**src/rtl/pic_pkg.sv**
```systemverilog
// Summary of operation
// - Each exception source is tied to a fixed stage: I, R, A or D.
// - A detected exception cancels its instruction and every younger one.
// - Cancelled instructions raise no stalls and no further exceptions.
// - At W the flag updates coprocessor state, redirects fetch, clears earlier flags.
// - Older instructions complete; younger never complete after an exception.
// - An older exception detected later kills a younger flagged instruction.
// - Conditions after R stop the whole pipeline until resolved.
// - Data cache miss found in D; a dirty victim moves out the cycle after the buffer is empty.
// - Data refill restarts the pipeline on the first doubleword.
// - Victim data goes to memory only after the whole new line returns.
// - Issue only with operands and resources ready; otherwise slip and retry.
// - During a slip D and W advance and bubbles fill the gap.
// - Instructions killed by branch-likely, return or exception slip only while an instruction line fill is in progress.
// - Instruction cache miss found in R slips the pipeline; no write-back.
// - Instruction cache miss loads the whole line before restart.
// - All external writes go through the write buffer.
// - The write buffer holds at most four address and data pairs.
// - A victim write-back takes the whole buffer while the core continues.
// - A store meeting a full write buffer stalls until room appears.
// - Exception and interlock conditions are checked every cycle for every stage before W.
// - Stalls halt every pipeline stage; slips advance the back end, hold the front.
package pic_pkg;
   // ********************************************************
   // Stage indices, sizes and source bit positions
   // ********************************************************
   localparam int ST_R = 0;
   localparam int ST_A = 1;
   localparam int ST_D = 2;
   localparam int ST_W = 3;
   localparam int WB_DEPTH = 4;
   localparam int WB_AW = 64;
   localparam int WB_DW = 64;
   localparam int R_EXC_W = 2;
   localparam int A_EXC_W = 7;
   localparam int D_EXC_W = 6;
   localparam int SLIP_W = 3;
   // R: bus error 0, parity 1. A: reserved 0, cop unusable 1, break 2,
   // syscall 3, data translation 4, page modified 5, interrupt 6.
   // D: bus error 0, nmi 1, reset 2, parity 3, overflow 4, trap 5.
   localparam logic [3:0] CODE_I = 4'h0;
   localparam logic [3:0] CODE_R = 4'h1;
   localparam logic [3:0] CODE_A = 4'h3;
   localparam logic [3:0] CODE_D = 4'hA;
   typedef enum logic [1:0] {DC_IDLE, DC_VICT, DC_FILL, DC_REST} pic_dc_e;
endpackage

```
**src/rtl/pic_ctrl.sv**
```systemverilog
`timescale 1ns/1ns
module pic_ctrl #(
   parameter int DEPTH = pic_pkg::WB_DEPTH,
   parameter int AW = pic_pkg::WB_AW,
   parameter int DW = pic_pkg::WB_DW
) (
   input wire logic I_CLOCK, // Processor clock.
   input wire logic I_RST, // Asynchronous reset, high.
   input wire logic I_FETCH_VALID, // Fetched instruction enters R.
   input wire logic I_I_EXC, // Instruction translation exception.
   input wire logic [pic_pkg::R_EXC_W-1:0] I_R_EXC, // R stage sources.
   input wire logic [pic_pkg::A_EXC_W-1:0] I_A_EXC, // A stage sources.
   input wire logic [pic_pkg::D_EXC_W-1:0] I_D_EXC, // D stage sources.
   input wire logic I_BR_KILL_R, // R instruction killed by branch or return.
   input wire logic [pic_pkg::SLIP_W-1:0] I_SLIP_REQ, // Load, muldiv, fp busy.
   input wire logic I_ICACHE_MISS, // Instruction cache miss in R.
   input wire logic I_ILINE_DONE, // Whole instruction line loaded.
   input wire logic I_DCACHE_MISS, // Data cache miss in D.
   input wire logic I_VICTIM_DIRTY, // Victim line is dirty.
   input wire logic I_DREFILL_FIRST, // First refill doubleword written.
   input wire logic I_DREFILL_LAST, // Last refill doubleword written.
   input wire logic I_STORE_D, // D holds an uncached or write-through store.
   input wire logic [AW-1:0] I_STORE_ADDR, // Store address.
   input wire logic [DW-1:0] I_STORE_DATA, // Store data.
   input wire logic I_VICT_VALID, // Victim doubleword offered.
   input wire logic [AW-1:0] I_VICT_ADDR, // Victim address.
   input wire logic [DW-1:0] I_VICT_DATA, // Victim data.
   input wire logic I_MEM_WREADY, // Memory takes a write.
   output logic [3:0] O_STAGE_VALID, // Valid bits of R, A, D, W.
   output logic O_ADV_I, // Fetch stage advances.
   output logic O_STALL, // Whole pipeline frozen.
   output logic O_SLIP, // Front end held, back end advancing.
   output logic O_EXC_TAKE, // Commit exception, redirect to vector.
   output logic [3:0] O_EXC_CODE, // Code of the exception in W.
   output logic O_W_COMPLETE, // W instruction completes.
   output logic O_IFILL_REQ, // Instruction line fill in progress.
   output logic O_DFILL_REQ, // Data refill awaited.
   output logic O_VICTIM_MOVE, // Move dirty victim into buffer.
   output logic O_STORE_ACCEPT, // Store written into buffer.
   output logic O_MEM_WVALID, // Buffer offers a write.
   output logic [AW-1:0] O_MEM_WADDR, // Write address.
   output logic [DW-1:0] O_MEM_WDATA, // Write data.
   output logic [$clog2(DEPTH+1)-1:0] O_WB_COUNT // Buffer fill level.
);
   localparam int CW = $clog2(DEPTH + 1);
   localparam int PW = $clog2(DEPTH);

   // ********************************************************
   // Exception bookkeeping
   // ********************************************************
   // Lowest set source wins; its code is base plus position.
   function automatic logic [3:0] enc(input logic [6:0] src, input logic [3:0] base);
      logic [2:0] idx;
      idx = 3'h0;
      for (int i = 6; i >= 0; i--) begin
         if (src[i]) begin
            idx = 3'(i);
         end
      end
      return base + {1'b0, idx};
   endfunction

   logic [3:0] v_ff, x_ff, nxt_v, nxt_x;
   logic [3:0][3:0] c_ff, nxt_c;
   logic ic_busy_ff, vic_ff;
   pic_pkg::pic_dc_e dc_st_ff, nxt_dc;
   logic [AW-1:0] wa_mem [DEPTH];
   logic [DW-1:0] wd_mem [DEPTH];
   logic [PW-1:0] wp_ff, rp_ff;
   logic [CW-1:0] cnt_ff;

   // Detection only for instructions not already flagged; only R also skips branch-killed ones.
   wire [3:0] det;
   wire [3:0] exc_any;
   wire [3:0] kill;
   wire [3:0] live;
   wire kill_f;
   wire [3:0] enc_r = enc({5'h00, I_R_EXC}, pic_pkg::CODE_R);
   wire [3:0] enc_a = enc(I_A_EXC, pic_pkg::CODE_A);
   wire [3:0] enc_d = enc({1'b0, I_D_EXC}, pic_pkg::CODE_D);
   assign det[0] = v_ff[0] & ~x_ff[0] & ~I_BR_KILL_R & (|I_R_EXC);
   assign det[1] = v_ff[1] & ~x_ff[1] & (|I_A_EXC);
   assign det[2] = v_ff[2] & ~x_ff[2] & (|I_D_EXC);
   assign det[3] = 1'b0;
   assign exc_any = (v_ff & x_ff) | det;
   // Anything younger than a flagged instruction is cancelled.
   assign kill[3] = 1'b0;
   assign kill[2] = exc_any[3];
   assign kill[1] = |exc_any[3:2];
   assign kill[0] = (|exc_any[3:1]) | I_BR_KILL_R;
   assign kill_f = |exc_any;
   assign live = v_ff & ~x_ff & ~det & ~kill;

   // ********************************************************
   // Interlock decisions
   // ********************************************************
   // Full compares against the depth parameter and empty against zero, so a deeper power-of-two buffer works as is.
   wire wb_full = cnt_ff == CW'(DEPTH);
   wire wb_empty = cnt_ff == '0;
   wire dm_new = live[pic_pkg::ST_D] & I_DCACHE_MISS;
   wire dc_hold = (dc_st_ff == pic_pkg::DC_VICT) | (dc_st_ff == pic_pkg::DC_FILL);
   // A victim owns the whole buffer, so stores wait while it is held.
   wire st_full = live[pic_pkg::ST_D] & I_STORE_D & (wb_full | vic_ff);
   wire stall = dm_new | dc_hold | st_full;
   wire ic_new = live[pic_pkg::ST_R] & I_ICACHE_MISS;
   wire slip_req = live[pic_pkg::ST_R] & (|I_SLIP_REQ);
   wire slip = ~stall & (ic_busy_ff | ic_new | slip_req);
   wire take = v_ff[pic_pkg::ST_W] & x_ff[pic_pkg::ST_W] & ~stall;
   wire dc_go = (dc_st_ff == pic_pkg::DC_IDLE) & dm_new & (~I_VICTIM_DIRTY | wb_empty);

   assign O_STALL = stall;
   assign O_SLIP = slip;
   assign O_ADV_I = ~stall & ~slip & ~take;
   assign O_EXC_TAKE = take;
   assign O_EXC_CODE = c_ff[pic_pkg::ST_W];
   assign O_W_COMPLETE = v_ff[pic_pkg::ST_W] & ~x_ff[pic_pkg::ST_W] & ~stall;
   assign O_STAGE_VALID = v_ff;
   assign O_IFILL_REQ = ic_busy_ff;
   assign O_DFILL_REQ = dc_st_ff == pic_pkg::DC_FILL;
   assign O_VICTIM_MOVE = dc_st_ff == pic_pkg::DC_VICT;

   // ********************************************************
   // Stage advance
   // ********************************************************
   // Flags and codes travel with instructions; a commit flushes all.
   always_comb begin
      nxt_v = v_ff;
      nxt_x = x_ff;
      nxt_c = c_ff;
      if (take) begin
         nxt_v = '0;
         nxt_x = '0;
      end else if (!stall) begin
         nxt_v[3] = v_ff[2] & ~kill[2];
         nxt_x[3] = x_ff[2] | det[2];
         nxt_c[3] = x_ff[2] ? c_ff[2] : enc_d;
         nxt_v[2] = v_ff[1] & ~kill[1];
         nxt_x[2] = x_ff[1] | det[1];
         nxt_c[2] = x_ff[1] ? c_ff[1] : enc_a;
         if (slip) begin
            nxt_v[1] = 1'b0;
            nxt_x[1] = 1'b0;
            nxt_v[0] = v_ff[0] & ~kill[0];
            nxt_x[0] = x_ff[0] | det[0];
            nxt_c[0] = x_ff[0] ? c_ff[0] : enc_r;
         end else begin
            nxt_v[1] = v_ff[0] & ~kill[0];
            nxt_x[1] = x_ff[0] | det[0];
            nxt_c[1] = x_ff[0] ? c_ff[0] : enc_r;
            nxt_v[0] = I_FETCH_VALID & ~kill_f;
            nxt_x[0] = I_I_EXC;
            nxt_c[0] = pic_pkg::CODE_I;
         end
      end
   end

   // All stage bits share one bank, so a flag never drifts away from its instruction.
   always_ff @(posedge I_CLOCK or posedge I_RST) begin
      if (I_RST) begin
         v_ff <= '0;
         x_ff <= '0;
         c_ff <= '0;
      end else begin
         v_ff <= nxt_v;
         x_ff <= nxt_x;
         c_ff <= nxt_c;
      end
   end

   // ********************************************************
   // Cache miss sequencing
   // ********************************************************
   // No early restart for instruction misses: wait for the whole line.
   // Completion beats a miss seen in the same cycle, as that miss is the line just loaded.
   always_ff @(posedge I_CLOCK or posedge I_RST) begin
      if (I_RST) begin
         ic_busy_ff <= 1'b0;
      end else if (I_ILINE_DONE) begin
         ic_busy_ff <= 1'b0;
      end else if (ic_new & ~stall) begin
         ic_busy_ff <= 1'b1;
      end
   end

   // Dirty victim waits for an empty buffer, since it needs all entries.
   always_comb begin
      nxt_dc = dc_st_ff;
      case (dc_st_ff)
         pic_pkg::DC_IDLE: begin
            if (dc_go) begin
               nxt_dc = I_VICTIM_DIRTY ? pic_pkg::DC_VICT : pic_pkg::DC_FILL;
            end
         end
         pic_pkg::DC_VICT: begin
            nxt_dc = pic_pkg::DC_FILL;
         end
         pic_pkg::DC_FILL: begin
            if (I_DREFILL_FIRST) begin
               nxt_dc = pic_pkg::DC_REST;
            end
         end
         pic_pkg::DC_REST: begin
            if (I_DREFILL_LAST) begin
               nxt_dc = pic_pkg::DC_IDLE;
            end
         end
         default: begin
            nxt_dc = pic_pkg::DC_IDLE;
         end
      endcase
   end

   always_ff @(posedge I_CLOCK or posedge I_RST) begin
      if (I_RST) begin
         dc_st_ff <= pic_pkg::DC_IDLE;
         vic_ff <= 1'b0;
      end else begin
         dc_st_ff <= nxt_dc;
         vic_ff <= (dc_go & I_VICTIM_DIRTY) | (vic_ff & (nxt_dc != pic_pkg::DC_IDLE));
      end
   end

   // ********************************************************
   // Write buffer
   // ********************************************************
   // Stores and victim words are never offered in the same cycle.
   wire push_st = live[pic_pkg::ST_D] & I_STORE_D & ~stall;
   wire push_v = I_VICT_VALID & vic_ff & ~wb_full;
   wire push = push_st | push_v;
   wire pop = O_MEM_WVALID & I_MEM_WREADY;
   wire [AW-1:0] push_a = push_v ? I_VICT_ADDR : I_STORE_ADDR;
   wire [DW-1:0] push_d = push_v ? I_VICT_DATA : I_STORE_DATA;

   assign O_STORE_ACCEPT = push_st;
   assign O_MEM_WVALID = ~wb_empty & ~vic_ff;
   assign O_MEM_WADDR = wa_mem[rp_ff];
   assign O_MEM_WDATA = wd_mem[rp_ff];
   assign O_WB_COUNT = cnt_ff;

   // The array has no reset; the count alone says which words are meaningful.
   always_ff @(posedge I_CLOCK) begin
      if (push) begin
         wa_mem[wp_ff] <= push_a;
         wd_mem[wp_ff] <= push_d;
      end
   end

   // Pointers wrap over a power-of-two depth.
   always_ff @(posedge I_CLOCK or posedge I_RST) begin
      if (I_RST) begin
         wp_ff <= '0;
         rp_ff <= '0;
         cnt_ff <= '0;
      end else begin
         wp_ff <= wp_ff + PW'(push);
         rp_ff <= rp_ff + PW'(pop);
         cnt_ff <= cnt_ff + CW'(push) - CW'(pop);
      end
   end
endmodule

```
**config.mk**
```make
export PLATFORM = sky130hd
export DESIGN_NAME = pic_ctrl
export DESIGN_NICKNAME = d
export VERILOG_FILES = /design/src/rtl/pic_pkg.sv /design/src/rtl/pic_ctrl.sv
export SDC_FILE = /design/constraint.sdc
export NUM_CORES = 1
export LEC_CHECK = 0
export BUFFER_PORTS_ARGS = -buffer_cell sky130_fd_sc_hd__buf_2
export CORE_MARGIN = 5
export CORE_UTILIZATION = 55
export DETAILED_ROUTE_END_ITERATION = 6
export GPL_TIMING_DRIVEN = 0
export PLACE_DENSITY = 0.8
export SETUP_SLACK_MARGIN = 0.05
export SLEW_MARGIN = 20
export SYNTH_ARGS = -nofsm -noshare
export SYNTH_HDL_FRONTEND = slang
export SYNTH_SLANG_ARGS = --single-unit
```
**constraint.sdc**
```tcl
create_clock -name I_CLOCK -period 14.8 [get_ports I_CLOCK]
set_input_delay 0.74 -clock I_CLOCK [delete_from_list [all_inputs] [get_ports I_CLOCK]]
set_output_delay 0.74 -clock I_CLOCK [all_outputs]
set_load 0.01 [all_outputs]
```
==> summary.txt <==
Floorplan
  • I/O pin count: 437
  • Site Rows: 73
  • Die height: 211 um
  • Core ar.: 39700 sq um
  • Die Span X: 211 um
  • Initial core utilization: 0.557
  • Die area: 44300 sq um

Clock network
  • Root Driver: clkbuf_16
  • CTS buffer count: 53
  • Clk slew on worst S/H paths: 0.06 ns
  • H-tree Lvls: 2
  • Clock Path Buffers: 3
  • Hold Buf Count CTS: 0
  • Sink Count: 547
  • CTS resizes: 0
  • TritonCTS clock tree: yes
  • Post-CTS setup repair buffer count: 0
  • Clk_lat worst skew: 0.60 ns

Setup path
  • Critical path endpoint: O_MEM_WADDR[16]
  • Largest fanout on the critical path: 10
  • Reg2Reg Depth: 12
  • CP startpoint: rp_ff[1]$_DFF_PP0_
  • CP Data Required Time: 14.06 ns
  • FF-to-FF setup slack: 11.26 ns
  • WS Path Type: flip-flop to primary output
  • R2r startpoint: dc_st_ff[0]$_DFF_PP0_
  • CP Capture Type: primary output
  • Startpoint Class: flip-flop
  • FF-to-FF End: wd_mem[0][22]$_DFFE_PP_
  • CP arrival: 2.95 ns

Logic synthesis
  • Area contributors post-synth: edfxtp_1, mux4_2, mux2_2, dfrtp_1, buf_2
  • Number of synthesized register bits: 547
  • Syn_area_per_cell: 21.3 sq um
  • YS warnings: 0
  • Post-Syn Nets: 1337
  • Compound-Gate Fraction of Synth Area: 0.0222
  • Yosys top cell area share: 0.695
  • Syn Inst Count: 1037
  • Mux cell area share after synthesis: 0.198
  • Main combinational cell family by area after synthesis: multiplexers
  • Post-synth top area cell: edfxtp_1
  • Simple logic cell fraction of the synthesized area: 0.0205
  • Post-synth EDFFs: 512
  • Adder-Cell Fraction of Synth Area: 0.00713
  • Mapped cell area: 22100 sq um
  • Synth Flop Type: edfxtp_1
  • Synthesized-area fraction occupied by xor and xnor cells: 0.00198
  • Sequential fraction of the synthesis area: 0.735
  • Number of distinct library cells after synthesis: 64
  • Ys async rst share: 0.0640

Placement
  • GPL Wtd Cong: 0.821
  • DPL Wire Length: 35700 um
  • Number of I/O port buffers: 436
  • Placed insts: 2041
  • Pre-CTS WS: 10.55 ns

Power and ir drop
  • Peak VDD IR: 0.103 mV
  • Combinational share of power: 0.288
  • Switching fraction of total power: 0.293
  • Power consumption: 4.26 mW
  • Pint: 3.01 mW
  • Reported net switching power: 1.25 mW
  • Sequential share of power: 0.413
  • Power per cell area: 157 nW/um^2
  • Part of the power in the clock network: 0.299
  • Lkg Pwr: 9.89 nW

Routing
  • Post-route ant nets: 0
  • DR vias/cell: 5.68
  • DR top layer: met4
  • Drt wl/cell: 23.6 um
  • Drt pass-1 iters: 4
  • DR vias: 12135
  • DR DRC count: 0
  • Routed wire length on met3: 4230 um
  • Post-Route M1 WL: 18400 um
  • DRT iter0 DRCs: 802
  • Final WL: 50400 um
  • Met2 WL: 26100 um

Global route
  • First-pass GRT wire length: 75600 um
  • Total gr overflow: 0
  • Total track usage: 0.225
  • Number of global-route vias before repair: 12887
  • Antenna violations before repair: 0
  • Pin count of the biggest net entering global routing: 47

Outcome
  • Status: complete, no violations

Timing
  • Worst Skew: 0.0200 ns
  • Setup TNS: 0 ns
  • Final Slew Violations: 0
  • Worst slew pin tran: 0.906 ns
  • Final setup viols: 0
  • Max Freq: 271 MHz
  • Final hold viol count: 0
  • Slew Limit Headroom: 0.396
  • RSZ-0062 raised after global routing: false
  • Fin crit period: 3.69 ns
  • Final period utilization: 0.250
  • Final worst slack: 11.11 ns

Cells and area
  • Layout Cells excl Fill: 2137
  • Layout area overhead: 22.6%
  • Final core utilization: 0.682
  • Antenna Cells: 0
  • Share of post-route cells with drive strength above 1: 0.540
  • Nets: 1871
  • # fillers: 2487

Min path
  • Worst Hold Class: input pin to asynchronous set/reset pin

Job
  • MaxCap Viol Count: 0
==> power groups by stage <==
stage | Sequential (mW) | Combinational [mW] | Clock, mW
detailed placement | 1.79 | 1.24 | 0
floorplan | 1.78 | 0.789 | 0
CTS | 1.76 | 1.25 | 1.30
global route | 1.76 | 1.33 | 1.36
global placement | 1.79 | 1.22 | 0
finish | 1.76 | 1.23 | 1.27
==> synth_stat cells, types with 5 or more instances <==
cell type and instances:
ha_1 11, nor3_1 7, a21oi_1 15, nand2_1 23, buf_4 5, dfrtp_1 35
mux2_2 128, buf_1 9, mux2i_1 5, inv_1 15, mux4_2 128, o21ai_0 10
and2_1 6, clkbuf_1 10, nor2_1 16, buf_2 28, edfxtp_1 512
==> final cells by class <==
type	instances	area [sq um]	share of cell area
Timing Repair Buffer	479	2680	0.0990
Tap cell	525	657	0.0242
Clock inverter	31	253	0.00932
Buffer	53	262	0.00964
Sequential cell	547	16300	0.599
Multi-Input combinational cell	419	5560	0.205
Clock buffer	65	1380	0.0509
Inverter	18	67.6	0.00249
==> cells by family after synthesis <==
kind of cell | Yosys count
XOR/XNOR | 5
AND/OR/NAND/NOR | 79
buffers and inverters | 71
adder cells (fa/ha/maj) | 12
AO/OA/AOI/OAI | 61
multiplexers | 262
flip-flops | 547
==> stage by stage <==
| stage | hold slack, ns | instance area [sq um] |
|---|---|---|
| after detailed placement | 0.475 | 25500 |
| final | 0.295 | 27100 |
| after global routing | 0.288 | 27100 |
| after CTS | 0.266 | 27100 |
| after floorplan | 0.450 | 22100 |
| after global placement | 0.473 | 25000 |
==> routing by layer <==
metal / vias up / track usage
met5: - / 0
met3: 94 / 0.0533
met2: 543 / 0.386
met1: 6132 / 0.282
met4: 0 / 0.0812
li1: 5366 / -
==> sequential cells by signal, indices dropped and copies added (netlist names), 2 cells and up <==
register	flops
wa_mem	256
wd_mem	256
c_ff	12
O_EXC_CODE	4
O_STAGE_VALID	4
x_ff	4
O_WB_COUNT	3
dc_st_ff	2
rp_ff	2
wp_ff	2
==> how the worst min path moves through the flow <==
stage | slack (ns) | startpoint | depth (start not counted) | end
6_report | 0.29 | I_RST | 2 | O_EXC_CODE[0]$_DFFE_PP0P_
5_1_grt | 0.29 | I_ILINE_DONE | 2 | O_IFILL_REQ$_DFFE_PP0P_
4_1_cts | 0.27 | I_ILINE_DONE | 2 | O_IFILL_REQ$_DFFE_PP0P_
3_5_place_dp | 0.48 | c_ff[2]$_DFFE_PP0P_ | 1 | c_ff[2]$_DFFE_PP0P_
3_3_place_gp | 0.47 | O_EXC_CODE[1]$_DFFE_PP0P_ | 2 | O_EXC_CODE[1]$_DFFE_PP0P_
2_1_floorplan | 0.45 | c_ff[10]$_DFFE_PP0P_ | 2 | c_ff[10]$_DFFE_PP0P_
==> worst max-delay path, stage by stage (launching register included) <==
cell and delay (ns):
dfrtp_1 0.38, clkbuf_1 0.69, clkbuf_1 0.70, mux4_2 0.42, buf_2 0.17
==> cells in the final DEF (no fill, tap or decap), drive strengths merged, types with 2 or more instances in the layout <==
cell type,Yosys,layout
buf,43,522
edfxtp,512,512
mux2,129,129
mux4,128,128
clkbuf,10,75
dfrtp,35,35
nand2,25,25
inv,18,23
clkinv,0,21
nor2,16,16
a21oi,15,15
o21ai,12,12
ha,11,11
and2,7,7
nor3,7,7
mux2i,5,5
a31oi,5,5
a211oi,4,4
nor3b,4,4
nand2b,3,3
xnor2,3,3
a22o,3,3
nor2b,3,3
bufinv,0,3
nor4,3,3
or4,3,3
o21bai,2,2
o31ai,2,2
or3,2,2
xor2,2,2
o21ba,2,2
clkinvlp,0,2
o41ai,2,2
o31a,2,2
and3,2,2
Note: power is estimated with default switching activity, not from simulation.
